### src/design/arp_pkg.sv
// Shared constants for the converter host register port
package arp_pkg;

    // Data path widths
    localparam int DATA_W = 14;
    localparam int SEL_W = 2;
    localparam int GAIN_W = 3;
    localparam int TRIM_W = 8;
    localparam int TEST_W = 3;
    localparam int CTRL_W = 7;
    localparam int WR_W = SEL_W + DATA_W;
    localparam int SYNC_W = 3 + SEL_W + DATA_W;
    localparam int FIFO_DEPTH = 8;

    // Register select codes
    localparam logic [SEL_W-1:0] SEL_RESULT = 2'h0;
    localparam logic [SEL_W-1:0] SEL_GAIN = 2'h1;
    localparam logic [SEL_W-1:0] SEL_TRIM = 2'h2;
    localparam logic [SEL_W-1:0] SEL_CTRL = 2'h3;

    // Field positions in the 14-bit data word
    localparam int GAIN_LSB = 0;
    localparam int TRIM_LSB = 0;
    localparam int CTRL_LSB = 7;
    localparam int POWER_DOWN_POS = 13;
    localparam int EXT_REF_POS = 12;
    localparam int CODE_STYLE_POS = 11;
    localparam int TEST_SEL_LSB = 8;
    localparam int TRIM_BYPASS_POS = 7;

    // Reset values
    localparam logic [GAIN_W-1:0] GAIN_RESET = 3'h0;
    localparam logic [TRIM_W-1:0] TRIM_RESET = 8'h00;
    localparam logic [CTRL_W-1:0] CTRL_RESET = 7'h00;
    localparam logic [DATA_W-1:0] DATA_RESET = 14'h0000;

    // Output coding
    localparam logic [DATA_W-1:0] CODE_MAX = 14'h3fff;
    localparam logic [DATA_W-1:0] CODE_MIN = 14'h0000;
    localparam logic [DATA_W-1:0] TWOS_FLIP = 14'h2000;

    // Test input codes that leave the normal input connected
    localparam logic [TEST_W-1:0] TEST_NORMAL_A = 3'h0;
    localparam logic [TEST_W-1:0] TEST_NORMAL_B = 3'h4;

    // Latency of 9.5 clock cycles, held as half cycles
    localparam int LATENCY_HALF_CYCLES = 19;
    localparam int PIPE_STAGES = (LATENCY_HALF_CYCLES + 1) / 2;

endpackage

### src/design/arp_stream_if.sv
// Valid/ready channel between the port logic and its write buffer
`timescale 1ns/1ps
`default_nettype none
interface arp_stream_if #(parameter int WIDTH = 16);
    logic in_valid;
    logic in_ready;
    logic [WIDTH-1:0] in_data;
    logic out_valid;
    logic out_ready;
    logic [WIDTH-1:0] out_data;

    modport buffer (
        input in_valid,
        input in_data,
        input out_ready,
        output in_ready,
        output out_valid,
        output out_data
    );

    modport user (
        output in_valid,
        output in_data,
        output out_ready,
        input in_ready,
        input out_valid,
        input out_data
    );
endinterface
`default_nettype wire

### src/design/arp_fifo.sv
// Parameterised flip-flop FIFO with valid/ready on both sides
`timescale 1ns/1ps
`default_nettype none
module arp_fifo #(
    parameter int WIDTH = 16,
    parameter int DEPTH = 8
) (
    input wire logic clock,
    input wire logic arst_n,
    arp_stream_if.buffer chan
);
    localparam int PTR_W = $clog2(DEPTH);
    localparam logic [PTR_W:0] FULL_COUNT = (PTR_W + 1)'(DEPTH);
    localparam logic [PTR_W-1:0] LAST_PTR = PTR_W'(DEPTH - 1);

    logic [WIDTH-1:0] mem_reg [DEPTH];
    logic [WIDTH-1:0] mem_next [DEPTH];
    logic [PTR_W-1:0] wr_ptr_reg, wr_ptr_next;
    logic [PTR_W-1:0] rd_ptr_reg, rd_ptr_next;
    logic [PTR_W:0] count_reg, count_next;
    logic push;
    logic pop;

    function automatic logic [PTR_W-1:0] bump(input logic [PTR_W-1:0] p);
        bump = (p == LAST_PTR) ? '0 : p + 1'b1;
    endfunction

    assign chan.in_ready = (count_reg != FULL_COUNT);
    assign chan.out_valid = (count_reg != '0);
    assign chan.out_data = mem_reg[rd_ptr_reg];
    assign push = chan.in_valid && chan.in_ready;
    assign pop = chan.out_valid && chan.out_ready;

    always_comb begin
        mem_next = mem_reg;
        wr_ptr_next = wr_ptr_reg;
        rd_ptr_next = rd_ptr_reg;
        count_next = count_reg;
        if (push) begin
            mem_next[wr_ptr_reg] = chan.in_data;
            wr_ptr_next = bump(wr_ptr_reg);
        end
        if (pop) begin
            rd_ptr_next = bump(rd_ptr_reg);
        end
        if (push && !pop) begin
            count_next = count_reg + 1'b1;
        end else if (pop && !push) begin
            count_next = count_reg - 1'b1;
        end
    end

    always_ff @(posedge clock or negedge arst_n) begin
        if (!arst_n) begin
            for (int i = 0; i < DEPTH; i++) begin
                mem_reg[i] <= '0;
            end
            wr_ptr_reg <= '0;
            rd_ptr_reg <= '0;
            count_reg <= '0;
        end else begin
            mem_reg <= mem_next;
            wr_ptr_reg <= wr_ptr_next;
            rd_ptr_reg <= rd_ptr_next;
            count_reg <= count_next;
        end
    end
endmodule
`default_nettype wire

### src/design/arp_top.sv
// Host register port and output coding of a 14-bit pipelined converter
`timescale 1ns/1ps
`default_nettype none
module arp_top
    import arp_pkg::*;
(
    input wire logic clock,
    input wire logic arst_n,
    input wire logic cs_n,
    input wire logic oe_n,
    input wire logic wr_n,
    input wire logic register_select_high,
    input wire logic register_select_low,
    input wire logic [DATA_W-1:0] data_in,
    output logic [DATA_W-1:0] data_out,
    output logic data_oe,
    input wire logic [DATA_W-1:0] core_sample_code,
    input wire logic core_range_exceed,
    output logic range_exceed_flag,
    output logic [GAIN_W-1:0] gain_code,
    output logic power_down_bit,
    output logic external_reference,
    output logic [TEST_W-1:0] test_input_select,
    output logic test_mode_active,
    output logic write_ready
);

    ////////////////////////////////////////////////////////////////////////
    // Helper functions

    // Signed trim added to a binary code, clamped to the code range
    function automatic logic [DATA_W-1:0] apply_trim(
        input logic [DATA_W-1:0] code,
        input logic [TRIM_W-1:0] trim
    );
        logic signed [DATA_W+1:0] sum;
        sum = $signed({2'b00, code}) + $signed(trim);
        if (sum < 0) begin
            apply_trim = CODE_MIN;
        end else if (sum > $signed({2'b00, CODE_MAX})) begin
            apply_trim = CODE_MAX;
        end else begin
            apply_trim = sum[DATA_W-1:0];
        end
    endfunction

    // Straight binary passes through; twos complement flips the MSB
    function automatic logic [DATA_W-1:0] apply_style(
        input logic [DATA_W-1:0] code,
        input logic twos
    );
        apply_style = twos ? (code ^ TWOS_FLIP) : code;
    endfunction

    // True for the two test codes that keep the normal input
    function automatic logic is_normal_input(input logic [TEST_W-1:0] sel);
        is_normal_input = (sel == TEST_NORMAL_A) || (sel == TEST_NORMAL_B);
    endfunction

    ////////////////////////////////////////////////////////////////////////
    // Pin synchronisers

    logic [SYNC_W-1:0] pin_s1_reg, pin_s1_next;
    logic [SYNC_W-1:0] pin_s2_reg, pin_s2_next;
    logic wr_prev_reg, wr_prev_next;
    logic cs_n_s;
    logic oe_n_s;
    logic wr_n_s;
    logic [SEL_W-1:0] sel_s;
    logic [DATA_W-1:0] data_s;

    always_comb begin
        pin_s1_next = {cs_n, oe_n, wr_n, register_select_high,
                       register_select_low, data_in};
        pin_s2_next = pin_s1_reg;
        wr_prev_next = wr_n_s;
    end

    always_ff @(posedge clock or negedge arst_n) begin
        if (!arst_n) begin
            pin_s1_reg <= '1;
            pin_s2_reg <= '1;
            wr_prev_reg <= 1'b1;
        end else begin
            pin_s1_reg <= pin_s1_next;
            pin_s2_reg <= pin_s2_next;
            wr_prev_reg <= wr_prev_next;
        end
    end

    assign cs_n_s = pin_s2_reg[SYNC_W-1];
    assign oe_n_s = pin_s2_reg[SYNC_W-2];
    assign wr_n_s = pin_s2_reg[SYNC_W-3];
    assign sel_s = pin_s2_reg[DATA_W +: SEL_W];
    assign data_s = pin_s2_reg[DATA_W-1:0];

    ////////////////////////////////////////////////////////////////////////
    // Write capture into the write buffer

    arp_stream_if #(.WIDTH(WR_W)) wr_chan ();

    arp_fifo #(
        .WIDTH(WR_W),
        .DEPTH(FIFO_DEPTH)
    ) u_wr_fifo (
        .clock(clock),
        .arst_n(arst_n),
        .chan(wr_chan)
    );

    logic wr_rise;
    logic write_ready_reg, write_ready_next;

    // Rising strobe edge while chip select is low
    assign wr_rise = wr_n_s && !wr_prev_reg && !cs_n_s;
    assign wr_chan.in_valid = wr_rise;
    assign wr_chan.in_data = {sel_s, data_s};
    // Writes drain only while no read is open, so read-back stays steady
    assign wr_chan.out_ready = oe_n_s;

    always_comb begin
        write_ready_next = wr_chan.in_ready;
    end

    always_ff @(posedge clock or negedge arst_n) begin
        if (!arst_n) begin
            write_ready_reg <= 1'b0;
        end else begin
            write_ready_reg <= write_ready_next;
        end
    end

    ////////////////////////////////////////////////////////////////////////
    // Configuration registers

    logic [GAIN_W-1:0] gain_reg, gain_next;
    logic [TRIM_W-1:0] trim_reg, trim_next;
    logic [CTRL_W-1:0] ctrl_reg, ctrl_next;
    logic [SEL_W-1:0] apply_sel;
    logic [DATA_W-1:0] apply_data;
    logic [DATA_W-1:0] ctrl_word;

    assign apply_sel = wr_chan.out_data[DATA_W +: SEL_W];
    assign apply_data = wr_chan.out_data[DATA_W-1:0];

    always_comb begin
        gain_next = gain_reg;
        trim_next = trim_reg;
        ctrl_next = ctrl_reg;
        if (wr_chan.out_valid && wr_chan.out_ready) begin
            case (apply_sel)
                SEL_GAIN: begin
                    gain_next = apply_data[GAIN_LSB +: GAIN_W];
                end
                SEL_TRIM: begin
                    trim_next = apply_data[TRIM_LSB +: TRIM_W];
                end
                SEL_CTRL: begin
                    // Spare bits are expected zero and are not stored
                    ctrl_next = apply_data[CTRL_LSB +: CTRL_W];
                end
                default: begin
                    // Result register is read-only
                    gain_next = gain_reg;
                end
            endcase
        end
    end

    always_ff @(posedge clock or negedge arst_n) begin
        if (!arst_n) begin
            gain_reg <= GAIN_RESET;
            trim_reg <= TRIM_RESET;
            ctrl_reg <= CTRL_RESET;
        end else begin
            gain_reg <= gain_next;
            trim_reg <= trim_next;
            ctrl_reg <= ctrl_next;
        end
    end

    assign ctrl_word = {ctrl_reg, {CTRL_LSB{1'b0}}};

    ////////////////////////////////////////////////////////////////////////
    // Conversion pipeline, sample taken at edge zero

    logic [DATA_W:0] pipe_reg [PIPE_STAGES];
    logic [DATA_W:0] pipe_next [PIPE_STAGES];
    logic [DATA_W-1:0] tail_code;
    logic tail_over;
    logic [DATA_W-1:0] trimmed_code;
    logic [DATA_W-1:0] coded_result;

    always_comb begin
        pipe_next[0] = {core_range_exceed, core_sample_code};
        for (int i = 1; i < PIPE_STAGES; i++) begin
            pipe_next[i] = pipe_reg[i-1];
        end
    end

    always_ff @(posedge clock or negedge arst_n) begin
        if (!arst_n) begin
            for (int i = 0; i < PIPE_STAGES; i++) begin
                pipe_reg[i] <= '0;
            end
        end else begin
            pipe_reg <= pipe_next;
        end
    end

    assign tail_over = pipe_reg[PIPE_STAGES-1][DATA_W];
    assign tail_code = pipe_reg[PIPE_STAGES-1][DATA_W-1:0];

    // Core code is straight binary; trim then coding style
    always_comb begin
        if (ctrl_word[TRIM_BYPASS_POS]) begin
            trimmed_code = tail_code;
        end else begin
            trimmed_code = apply_trim(tail_code, trim_reg);
        end
        coded_result = apply_style(trimmed_code, ctrl_word[CODE_STYLE_POS]);
    end

    ////////////////////////////////////////////////////////////////////////
    // Output stage, on the falling edge for the extra half cycle

    logic [DATA_W-1:0] data_out_reg, data_out_next;
    logic data_oe_reg, data_oe_next;
    logic over_reg, over_next;

    always_comb begin
        data_oe_next = !oe_n_s;
        over_next = tail_over;
        case (sel_s)
            SEL_RESULT: begin
                data_out_next = coded_result;
            end
            SEL_GAIN: begin
                data_out_next = DATA_W'(gain_reg);
            end
            SEL_TRIM: begin
                data_out_next = DATA_W'(trim_reg);
            end
            SEL_CTRL: begin
                data_out_next = ctrl_word;
            end
            default: begin
                data_out_next = DATA_RESET;
            end
        endcase
    end

    always_ff @(negedge clock or negedge arst_n) begin
        if (!arst_n) begin
            data_out_reg <= DATA_RESET;
            data_oe_reg <= 1'b0;
            over_reg <= 1'b0;
        end else begin
            data_out_reg <= data_out_next;
            data_oe_reg <= data_oe_next;
            over_reg <= over_next;
        end
    end

    ////////////////////////////////////////////////////////////////////////
    // Analog core controls

    logic test_active_reg, test_active_next;

    always_comb begin
        test_active_next =
            !is_normal_input(ctrl_word[TEST_SEL_LSB +: TEST_W]);
    end

    always_ff @(posedge clock or negedge arst_n) begin
        if (!arst_n) begin
            test_active_reg <= 1'b0;
        end else begin
            test_active_reg <= test_active_next;
        end
    end

    ////////////////////////////////////////////////////////////////////////
    // Port drive

    assign data_out = data_out_reg;
    assign data_oe = data_oe_reg;
    assign range_exceed_flag = over_reg;
    assign gain_code = gain_reg;
    assign power_down_bit = ctrl_reg[POWER_DOWN_POS-CTRL_LSB];
    assign external_reference = ctrl_reg[EXT_REF_POS-CTRL_LSB];
    assign test_input_select = ctrl_reg[TEST_SEL_LSB-CTRL_LSB +: TEST_W];
    assign test_mode_active = test_active_reg;
    assign write_ready = write_ready_reg;

endmodule
`default_nettype wire
### config.mk
export PLATFORM = sky130hd
export DESIGN_NAME = arp_top
export DESIGN_NICKNAME = d
export VERILOG_FILES = /design/src/design/arp_pkg.sv /design/src/design/arp_stream_if.sv /design/src/design/arp_fifo.sv /design/src/design/arp_top.sv
export SDC_FILE = /design/constraint.sdc
export NUM_CORES = 1
export LEC_CHECK = 0
export BUFFER_PORTS_ARGS = -buffer_cell sky130_fd_sc_hd__buf_4
export CORE_AREA = 2 2 159 161
export DETAILED_ROUTE_END_ITERATION = 10
export DIE_AREA = 0 0 161 163
export PLACE_DENSITY = 0.79
export SYNTH_ARGS = -nofsm -noshare
export SYNTH_HDL_FRONTEND = slang
export SYNTH_SLANG_ARGS = --single-unit
### constraint.sdc
create_clock -name clock -period 2.83 [get_ports clock]
set_input_delay 0 -clock clock [delete_from_list [all_inputs] [get_ports clock]]
set_output_delay 0 -clock clock [all_outputs]
set_load 0.005 [all_outputs]
# Word-level counts from Yosys, hierarchy flattened
# Cells that the tools add are included.
[classes]
add_sub_neg = 5
n_lt_le_gt_ge = 5
n_eq_ne = 10
mux = 15
n_bitwise = 3
reduce_logical = 21
[op_table]
columns = ["operator", "count"]
rows = [
  ["bitwise mux 128 bit", 1],
  ["2-to-1 mux 14 bit", 4],
  ["one-hot mux 14 bit (4 select lines)", 1],
  ["binary-select mux 16 bit (select 3 bit)", 1],
  ["demux 16 bit (select 3 bit)", 1],
  ["2-to-1 mux 16 bit", 3],
  ["adder 15 x 8 -> 16 bit", 1],
  ["> comparator 16 x 15 -> 1 bit, second input constant", 1],
  ["less-than comparator 16 x 1 -> 1 bit, second input constant", 1],
  ["== test 3 bit, second input constant", 3],
  ["== test 2 bit, second input constant", 4],
  ["greater-or-equal comparator 4 bit, second input constant", 2],
  ["2-to-1 mux 4 bit", 2],
  ["inverter 3 -> 4 bit", 2],
  ["logical AND 1 bit", 7],
  ["adder 3 x 1 -> 3 bit, second input constant", 2],
  ["zero test 1 bit", 6],
  ["2-to-1 mux 3 bit", 2],
  ["AND reduction 2 bit", 3],
  ["adder 4 x 1 -> 4 bit, second input constant", 1],
  ["== test 2 x 1 -> 1 bit, second input constant", 2],
  ["less-than comparator 4 x 1 -> 1 bit, second input constant", 1],
  ["!= test 4 bit, second input constant", 1],
  ["nonzero test 4 bit", 1],
  ["6 further kinds", 6],
]
[totals]
reg_bits = 363
in_bits = 36
out_inout_bits = 26
word_cells = 91

# Depth between registers and ports, before layout
# Gate-level depths: netlist (run 1).
[depth]
word_depth = 8
ltp_mapped = 12
ltp_nobuf = 12

# Cells and area by module
# Synthesis (run 1) repeated with hierarchy kept, for this count alone.
[unflattened]
cells_unflattened = 832
hier_area_um2 = 13596.8
[modules_own_cells]
columns = ["module", "n_inst", "cells_each", "area_per_inst_um2", "seq_area_each_um2"]
rows = [
  ["arp_top", 1, 440, 7140.6, 5679.2],
  ["arp_fifo", 1, 392, 6456.2, 3453.3],
]

==> results of run 1 <==
## final cells by class
class | instances | area, µm² | area share
inverters | 11 | 41.3 | 0.00251
clock buffers | 57 | 1080 | 0.0659
well taps | 330 | 413 | 0.0251
flip-flops and latches | 363 | 9140 | 0.556
repair buffers | 179 | 1480 | 0.0903
multi-input cells | 429 | 4140 | 0.252
clock inverters | 11 | 138 | 0.00837
## cells in the final DEF (no fill, tap or decap), types with 10 or more instances in the layout
cell and count:
a21o_1 12, a21oi_1 33, buf_4 138, clkbuf_1 13
clkbuf_16 38, dfrtn_1 16, dfrtp_1 306, dfstp_2 39
dlygate4sd3_1 35, ha_1 20, inv_1 10, mux2_2 134
mux2i_1 12, mux4_2 32, nand2_1 35, nor2_1 26
nor3_1 10, o21ai_0 18, xnor2_1 10
## routing by layer
metal,vias to the layer above,routed length (µm),track usage
met5,-,0,0
met4,0,580,0.0641
met3,53,1310,0.0428
met2,187,13400,0.359
met1,3853,11200,0.285
li1,3333,-,-
## power by group through the flow
stage / sequential [mW] / combinational [mW] / clock, mW
final: 7.14 / 4.49 / 4.84
after CTS: 7.13 / 4.43 / 4.96
after global placement: 7.11 / 4.13 / 0
after global routing: 7.26 / 4.89 / 5.18
after floorplan: 6.89 / 2.99 / 0
after detailed placement: 7.19 / 4.26 / 0
## final timing paths
path | startpoint | to | slack [ns]
hold / removal | arst_n | u_wr_fifo.wr_ptr_reg[1] | 0.04
hold reg to reg | pipe_next[104] | pipe_next[89] | 0.34
setup / recovery | trim_reg[0] | data_out[13] | -1.33
setup reg to reg | trim_reg[0] | data_out[13] | -1.33
min in group clock | data_in[8] | pin_s1_reg[8] | 0.12
max in group asynchronous | arst_n | data_out[11] | 1.05
## what timing repair did
action | CTS | global route
endpoints found under the setup margin | 14 | 14
hold buffers | 35 | 0
resized for setup | 9 | 15
buffers inserted | 7 | 2
endpoints found under the hold margin | 192 | 0
gates cloned | 1 | 0
pin swaps | 10 | 5
## stage by stage
step	hold WS, ns	total power, mW	instances	setup TNS [ns]
6_report	0.0368	16.5	1380	-16.36
5_1_grt	0.0807	17.3	1380	-17.51
4_1_cts	0.0553	16.5	1379	-16.82
3_5_place_dp	-0.00416	11.5	1268	-16.58
3_3_place_gp	-0.00474	11.2	1268	-16.03
2_1_floorplan	-0.296	9.88	836	-14.45
## cell families (layout without fill, tap and decap cells)
logic type | after synthesis | after routing | synth area share
xor+xnor | 15 | 15 | 0.00988
flops | 363 | 363 | 0.687
mux | 180 | 180 | 0.178
fa+ha+maj | 24 | 24 | 0.0237
buf+inv | 45 | 258 | 0.0150
compound gates | 101 | 101 | 0.0458
simple gates | 108 | 109 | 0.0406
==> metrics, run 1 <==
Yosys cell types=52; DRC=0; Crit path depth=11; Core Util, Final=0.666; unrepaired setup endpoints after global routing=true; vias in the first global route=7940; Max Transition Viols Final=0; drt total wl=26600 µm; failing checks=setup timing; Crit Path Class=reg -> reg; initial antenna violation count=0; post-synthesis sequential area ratio=0.687; Most used DFF post-synth=dfrtp_1; share of cells above drive strength 1=0.419; Crit path largest cell delay=0.47 ns; worst vdd ir=0.000596 V; Worst slew margin=0.390; Mapped Nets=896; Placed Area=0.0147 mm²; DR iter-0 viols=503; Via Count=7426; classification of the worst-slack hold path=in -> async; Top Ports=62; CTS clk-pin slew, worst paths=0.06 ns; Slew @ Worst Pin=0.912 ns; core footprint=0.0247 mm²; die area=0.0262 mm²; number of flip-flops in the largest register=135; post-synth top area cell=dfrtp_1; area grow syn2layout=23.6%; top cell type's share of synthesized area=0.580; most frequent cell after synthesis=dfrtp_1; Design Area, Final=0.0164 mm²; crit path max fanout=3; YS warnings=0; Placer Congestion=0.830; PnR worst setup slack=-1.33 ns; CTS tree=built; largest cells by area after synthesis=dfrtp_1, mux2_2, dfstp_2; sw frac=0.287; Detailed Place HPWL=15300 µm; first-pass GRT wire length=43200 µm; total gr overflow=0; Leak Pwr=7.63 nW; clock share of power=0.294; synth cell count leaders=dfrtp_1, mux2_2, dfstp_2; GRT Total Usage=0.213; effective utilization at floorplan=0.539; Post-synth EDFFs=0; Final Hold Viols=0; crit path launch type=register; Crit-path slowest cell=or4_4; asr flop ratio synth=1.00; PwrDens=1000 mW/mm²; crit-path leading delay family=compound AO/OA/AOI/OAI gates; Post-Syn Area per Cell=15.9 µm²; final setup vio count=14; pre-CTS WS=-1.28 ns; Die W=161 µm; Critical Path, Cell by Cell=ha_2 -> inv_2 -> fa_2 -> nand2b_4 -> a21oi_2 -> o41a_1 -> a311o_1 -> or4_4 -> a31oi_4 -> mux2i_1 -> nand2_1; outcome=complete, but fails checks; WP data arrival=3.12 ns; Worst Path Required=1.79 ns; clk sinks=363; wire per inst=19.2 µm; Max Cap Violations=0; PortBufs=61; drt pass-1 iters=5; post-route ant nets=0; CTS H-tree lvls=2; Antenna Cells=0; Die Span Y=163 µm; final clock skew=0.0206 ns; Synth Cell Area=0.0133 mm²; via/cell ratio=5.38; CTS buffer count=38; Critical Path Sink Type=register; WP buf/inv=1; worst-skew pair later-pin latency=0.53 ns; Pint=11.7 mW; Reg2Reg Depth=11; Yosys reg bits=363; Seq pwr share=0.434; row count=58; Nets=1082; CTS Buffer Depth=3; NetSw=4.73 mW; Synth Instances=836; combinational share of power=0.272; CTS root buf=clkbuf_16; fill cell count=1672; largest net degree at the start of global routing=128
(Power assumes the default switching activity.)
==> inputs of run 2 (changes only) <==
- CORE_AREA: 2 2 159 161 -> 2 2 186 188
- DIE_AREA: 0 0 161 163 -> 0 0 188 190
- PLACE_DENSITY: 0.79 -> 0.61
==> run 2 against run 1 <==
- the flow still finishes with violations (setup timing)
- clock power is 2% higher
- critical path depth stayed put
- combinational power is 4% lower
- die area is 36% higher
- sequential share of layout area is 0.54 points lower
- wire length is 2.9% lower
- first-iteration DRC count is 41% lower
- setup slack better by 0.021 ns
- worst hold slack better by 0.059 ns
- register-to-register slack better by 0.02 ns
- clock skew is 0.0063 ns lower
- power is 0.92% lower
- critical endpoint unchanged
- largest cell class unchanged
- largest power group unchanged
==> metrics, run 2 (synthesis results as in run 1) <==
CTS root buf=clkbuf_16; Max Cap Violations=0 (unchanged); CTS buffer count=40 (+5.3%); drt pass-1 iters=4 (-1); Leak Pwr=7.66 nW (+0.39%); Final Hold Viols=0 (unchanged); RR Startpoint=trim_reg[0]; Critical Path, Cell by Cell=ha_2 -> inv_2 -> fa_2 -> nand2b_4 -> a21oi_2 -> o41a_1 -> a311o_1 -> or4_4 -> a31oi_4 -> mux2i_1 -> nand2_1; vias in the first global route=7698 (-3.0%); Tot Pwr=16.3 mW (-0.92%); PnR worst setup slack=-1.31 ns (+0.0211 ns); GRT Total Usage=0.153 (-0.0606); wire per inst=17.1 µm (-11%); initial antenna violation count=0 (unchanged); Slew @ Worst Pin=0.619 ns (-0.292 ns); fin cells=1506 (+9.1%); DR iter-0 viols=299 (-41%); Die W=188 µm (+17%); Top Ports=62 (unchanged); NetSw=4.62 mW (-2.3%); Reg2Reg Depth=11 (unchanged); area grow syn2layout=24.8%; PortBufs=61 (unchanged); start point of the worst hold path=core_sample_code[0]; Crit path largest cell delay=0.47 ns (about the same); sw frac=0.283 (-0.00388); Core Util, Final=0.489 (-0.177); core footprint=0.0339 mm² (+38%); Placer Congestion=0.807 (-2.7%); Worst slew margin=0.587 (+0.197); reg2reg setup slack=-1.31 ns (+0.02 ns); clk sinks=363 (unchanged); number of flip-flops in the largest register=135 (unchanged); CTS H-tree lvls=2 (unchanged); largest net degree at the start of global routing=93 (-27%); worst vdd ir=0.000448 V (-25%); WP data arrival=3.11 ns (about the same); Via Count=7242 (-2.5%); most common cell after layout, fill and taps aside=dfrtp_1; Hold Path Depth=2; Die Span Y=190 µm (+17%); post-route ant nets=0 (unchanged); die area=0.0357 mm² (+36%); Nets=1083 (+0.092%); classification of the worst-slack hold path=in -> reg; first-pass GRT wire length=42600 µm (-1.5%); Worst Path Required=1.80 ns (about the same); failing checks=setup timing; crit-path leading delay family=compound AO/OA/AOI/OAI gates; M3 GR Usage=0.0286 (-0.0142); Placed Area=0.0149 mm² (+1.3%); Seq pwr share=0.435 (about the same); final clock skew=0.0143 ns (-0.00630 ns); Crit-path slowest cell=or4_4; worst-skew pair later-pin latency=0.55 ns (+0.02 ns); Fin Setup TNS=-16.85 ns (-0.499 ns); final setup vio count=14 (unchanged); Design Area, Final=0.0166 mm² (+0.99%); drt total wl=25800 µm (-2.9%); CTS Buffer Depth=3 (unchanged); met2 GRT Util=0.253 (-0.106); Pint=11.7 mW (-0.38%); Crit Path Class=reg -> reg; fill cell count=2892 (+73%); CTS tree=built; WP buf/inv=1 (unchanged); busiest grt layer=met2; CTS clk-pin slew, worst paths=0.05 ns (about the same); crit path max fanout=3 (unchanged); outcome=complete, but fails checks; PwrDens=983 mW/mm² (-1.9%); DRC=0 (unchanged); Max Transition Viols Final=0 (unchanged); row count=68 (+17%); Worst Hold Path EP=pipe_next[120]; Critical Path Sink Type=register; DP Cell Count=1395 (+10%); share of cells above drive strength 1=0.412 (-0.00706); via/cell ratio=4.81 (-11%); unrepaired setup endpoints after global routing=true; M1 GR Usage=0.204 (-0.0803); combinational share of power=0.263 (-0.009); Antenna Cells=0 (unchanged); effective utilization at floorplan=0.392 (-0.147); total gr overflow=0 (unchanged); crit path launch type=register; most frequent cells in the layout=dfrtp_1, buf_4, mux2_2, clkbuf_16, dfstp_2; clock share of power=0.301 (+0.007); Detailed Place HPWL=15900 µm (+4.4%); reg-to-reg endpoint=data_out[13]
==> run 2: cell types whose count changed in the layout (fill, tap and decap cells not counted), moves of 3 or more <==
cell	change
a21oi_1	+3
o21ai_2	-6
o21ai_1	+6
a21oi_2	-3
buf_12	+3
==> run 2: final cells by class <==
type,count,area [µm²],area share
inverter,11,41.3,0.00249
tap,455,569,0.0343
clock inverter,10,110,0.00663
timing repair buffer,179,1520,0.0914
sequential,363,9140,0.550
multi-input combinational,428,4070,0.245
clock buffer,60,1160,0.0697
==> run 2: how the worst max path moves through the flow <==
stage           startpoint  cells after the start      endpoint
2_1_floorplan  trim_reg[0]                     11  data_out[13]
3_5_place_dp   trim_reg[7]                      9   data_out[2]
5_1_grt        trim_reg[0]                     11  data_out[13]
6_report       trim_reg[0]                     11  data_out[13]
4_1_cts        trim_reg[0]                     11  data_out[13]
3_3_place_gp   trim_reg[0]                     11  data_out[13]
==> run 2: power groups by stage <==
stage          Combinational [mW]  Sequential (mW)  Clock (mW)
2_1_floorplan                2.99             6.89           0
3_3_place_gp                 4.16             7.16           0
3_5_place_dp                 4.25             7.19           0
4_1_cts                      4.31             7.12        5.11
5_1_grt                      4.74             7.26        5.32
6_report                     4.30             7.10        4.92
==> run 2: through the flow <==
step	setup slack (ns)	hold slack, ns
detailed placement	-1.28	-0.0363
CTS	-1.32	0.0537
global placement	-1.24	-0.0365
finish	-1.31	0.0959
floorplan	-1.21	-0.296
global route	-1.40	0.0714
==> run 2: repair_timing <==
| item | 4_1_cts | 5_1_grt |
|---|---|---|
| gates resized for setup | 2 | 7 |
| hold buffers | 37 | 0 |
| setup buffers | 0 | 4 |
| hold endpoints to repair | 300 | 0 |
| setup endpoints to repair | 14 | 14 |
| pin swaps | 0 | 7 |
==> run 2: layer usage <==
metal | wire, µm | vias to the layer above
li1 | - | 3355
met1 | 11700 | 3741
met2 | 12700 | 100
met3 | 856 | 46
met4 | 578 | 0
met5 | 0 | -
==> inputs of run 3 (changes only) <==
- CTS_BUF_LIST: unset -> sky130_fd_sc_hd__clkbuf_4 sky130_fd_sc_hd__clkbuf_8
==> run 3 against run 2 <==
- the run still ends with setup timing left
- power rose by 1.5%
- global-route usage rose by 0.73 points
- clock skew rose by 0.057 ns
- via count rose by 4.0%
- wire length rose by 4.6%
==> metrics, run 3 (synthesis results as in run 1) <==
area grow syn2layout=29.3%; row count=68 (unchanged); CTS clk-pin slew, worst paths=0.06 ns (about the same); total gr overflow=0 (unchanged); crit path max fanout=4 (+1); WP data arrival=3.24 ns (+0.13 ns); DRC=0 (unchanged); pre-CTS WS=-1.28 ns (unchanged); Worst Path Required=1.85 ns (+0.05 ns); PortBufs=61 (unchanged); failing checks=setup timing; Die Span Y=190 µm (unchanged); first-pass GRT wire length=44200 µm (+3.9%); final setup vio count=14 (unchanged); RR Startpoint=trim_reg[0]; classification of the worst-slack hold path=in -> async; Max Cap Violations=0 (unchanged); Critical Path, Cell by Cell=ha_2 -> inv_2 -> fa_2 -> nand2b_4 -> a21oi_2 -> o41a_1 -> a311o_1 -> or4_4 -> a31oi_4 -> mux2i_1 -> nand2_1; Die W=188 µm (unchanged); NetSw=4.72 mW (+2.1%); Final Hold Viols=0 (unchanged); sequential cell area=0.00914 mm² (unchanged); effective utilization at floorplan=0.392 (unchanged); most common cell after layout, fill and taps aside=dfrtp_1; clk sinks=363 (unchanged); Crit Path Class=reg -> reg; vias in the first global route=8148 (+5.8%); clock share of power=0.301 (about the same); initial antenna violation count=0 (unchanged); worst-skew pair later-pin latency=0.66 ns (+0.11 ns); WHS=0.0950 ns (-0.000881 ns); CTS Buffer Depth=3 (unchanged); drt pass-1 iters=4 (unchanged); Detailed Place HPWL=15900 µm (unchanged); core footprint=0.0339 mm² (unchanged); Pint=11.8 mW (+1.2%); CTS H-tree lvls=2 (unchanged); Leak Pwr=7.95 nW (+3.7%); Antenna Cells=0 (unchanged); GRT Total Usage=0.160 (+0.00734); Nets=1140 (+5.3%); reg-to-reg endpoint=data_out[13]; Max Transition Viols Final=0 (unchanged); share of cells above drive strength 1=0.445 (+0.0330); reg2reg setup slack=-1.39 ns (-0.08 ns); outcome=complete, but fails checks; fill cell count=2861 (-1.1%); multi-input logic area=0.00419 mm² (+3.0%); crit-path leading delay family=compound AO/OA/AOI/OAI gates; largest net degree at the start of global routing=93 (unchanged); wire per inst=17.0 µm (-0.46%); WP buf/inv=1 (unchanged); CTS tree=built; most frequent cells in the layout=dfrtp_1, mux2_2, buf_4, clkbuf_8, dlygate4sd3_1; final clock skew=0.0716 ns (+0.0572 ns); PwrDens=963 mW/mm² (-2.0%); Worst slew margin=0.583 (-0.00455); Crit-path slowest cell=or4_4; PnR worst setup slack=-1.39 ns (-0.0750 ns); crit path launch type=register; post-route ant nets=0 (unchanged); Critical Path Sink Type=register; Via Count=7534 (+4.0%); Reg2Reg Depth=11 (unchanged); Slew @ Worst Pin=0.626 ns (+0.00682 ns); DP Cell Count=1395 (unchanged); drt total wl=27000 µm (+4.6%); via/cell ratio=4.76 (-1.0%); Seq pwr share=0.429 (-0.006); DR iter-0 viols=365 (+22%); CTS buffer count=59 (+48%); Tot Pwr=16.6 mW (+1.5%); Top Ports=62 (unchanged); CTS root buf=clkbuf_8; number of flip-flops in the largest register=135 (unchanged); combinational share of power=0.270 (+0.007); sw frac=0.285 (+0.00184); Crit path largest cell delay=0.48 ns (about the same); Placer Congestion=0.807 (unchanged); fin cells=1583 (+5.1%); worst vdd ir=0.000418 V (-6.6%); unrepaired setup endpoints after global routing=true; Fin Setup TNS=-17.98 ns (-1.13 ns); die area=0.0357 mm² (unchanged)
run 3: power by group through the flow:
stage          registers [mW]  logic [mW]  clock network, mW
2_1_floorplan            6.89        2.99                  0
3_3_place_gp             7.16        4.16                  0
3_5_place_dp             7.19        4.25                  0
4_1_cts                  7.12        4.48               5.18
5_1_grt                  7.25        4.90               5.44
6_report                 7.10        4.47               4.98
run 3: timing repair:
action / in CTS / in global routing
setup endpoints to repair: 14 / 14
setup buffers: 7 / 3
hold endpoints to repair: 348 / 0
hold buffers: 70 / 0
pin swaps: 7 / 4
cloned: 1 / 0
resized for setup: 27 / 5
run 3: metrics by stage:
step / area [µm²] / util
5_1_grt: 17200 / 0.506
4_1_cts: 17100 / 0.505
2_1_floorplan: 13400 / -
6_report: 17200 / 0.506
3_5_place_dp: 14900 / 0.438
3_3_place_gp: 14900 / 0.438
run 3: how the worst max path moves through the flow:
stage / start / endpoint / slack [ns] / depth (start not counted)
2_1_floorplan: trim_reg[0] / data_out[13] / -1.21 / 11
3_3_place_gp: trim_reg[0] / data_out[13] / -1.24 / 11
3_5_place_dp: trim_reg[7] / data_out[2] / -1.28 / 9
4_1_cts: trim_reg[0] / data_out[13] / -1.38 / 11
5_1_grt: trim_reg[0] / data_out[13] / -1.48 / 11
6_report: trim_reg[0] / data_out[13] / -1.39 / 11
run 3: layout make-up:
class / count / area share
clock buffers: 99 / 0.0705
clock inverters: 10 / 0.00779
inverters: 11 / 0.00240
multi-input cells: 429 / 0.244
flip-flops and latches: 363 / 0.531
well taps: 455 / 0.0331
repair buffers: 216 / 0.111
run 3: per-layer routing:
metal,up-vias,global-route usage,share of wire
met2,133,0.263,0.49
li1,3466,-,-
met4,0,0.0630,0.025
met1,3883,0.208,0.44
met3,52,0.0345,0.041
met5,-,0,0
run 3: tightest hold or removal path: stages:
cell and delay [ns]:
dlygate4sd3_1 0.56, buf_8 0.29, buf_12 0.23
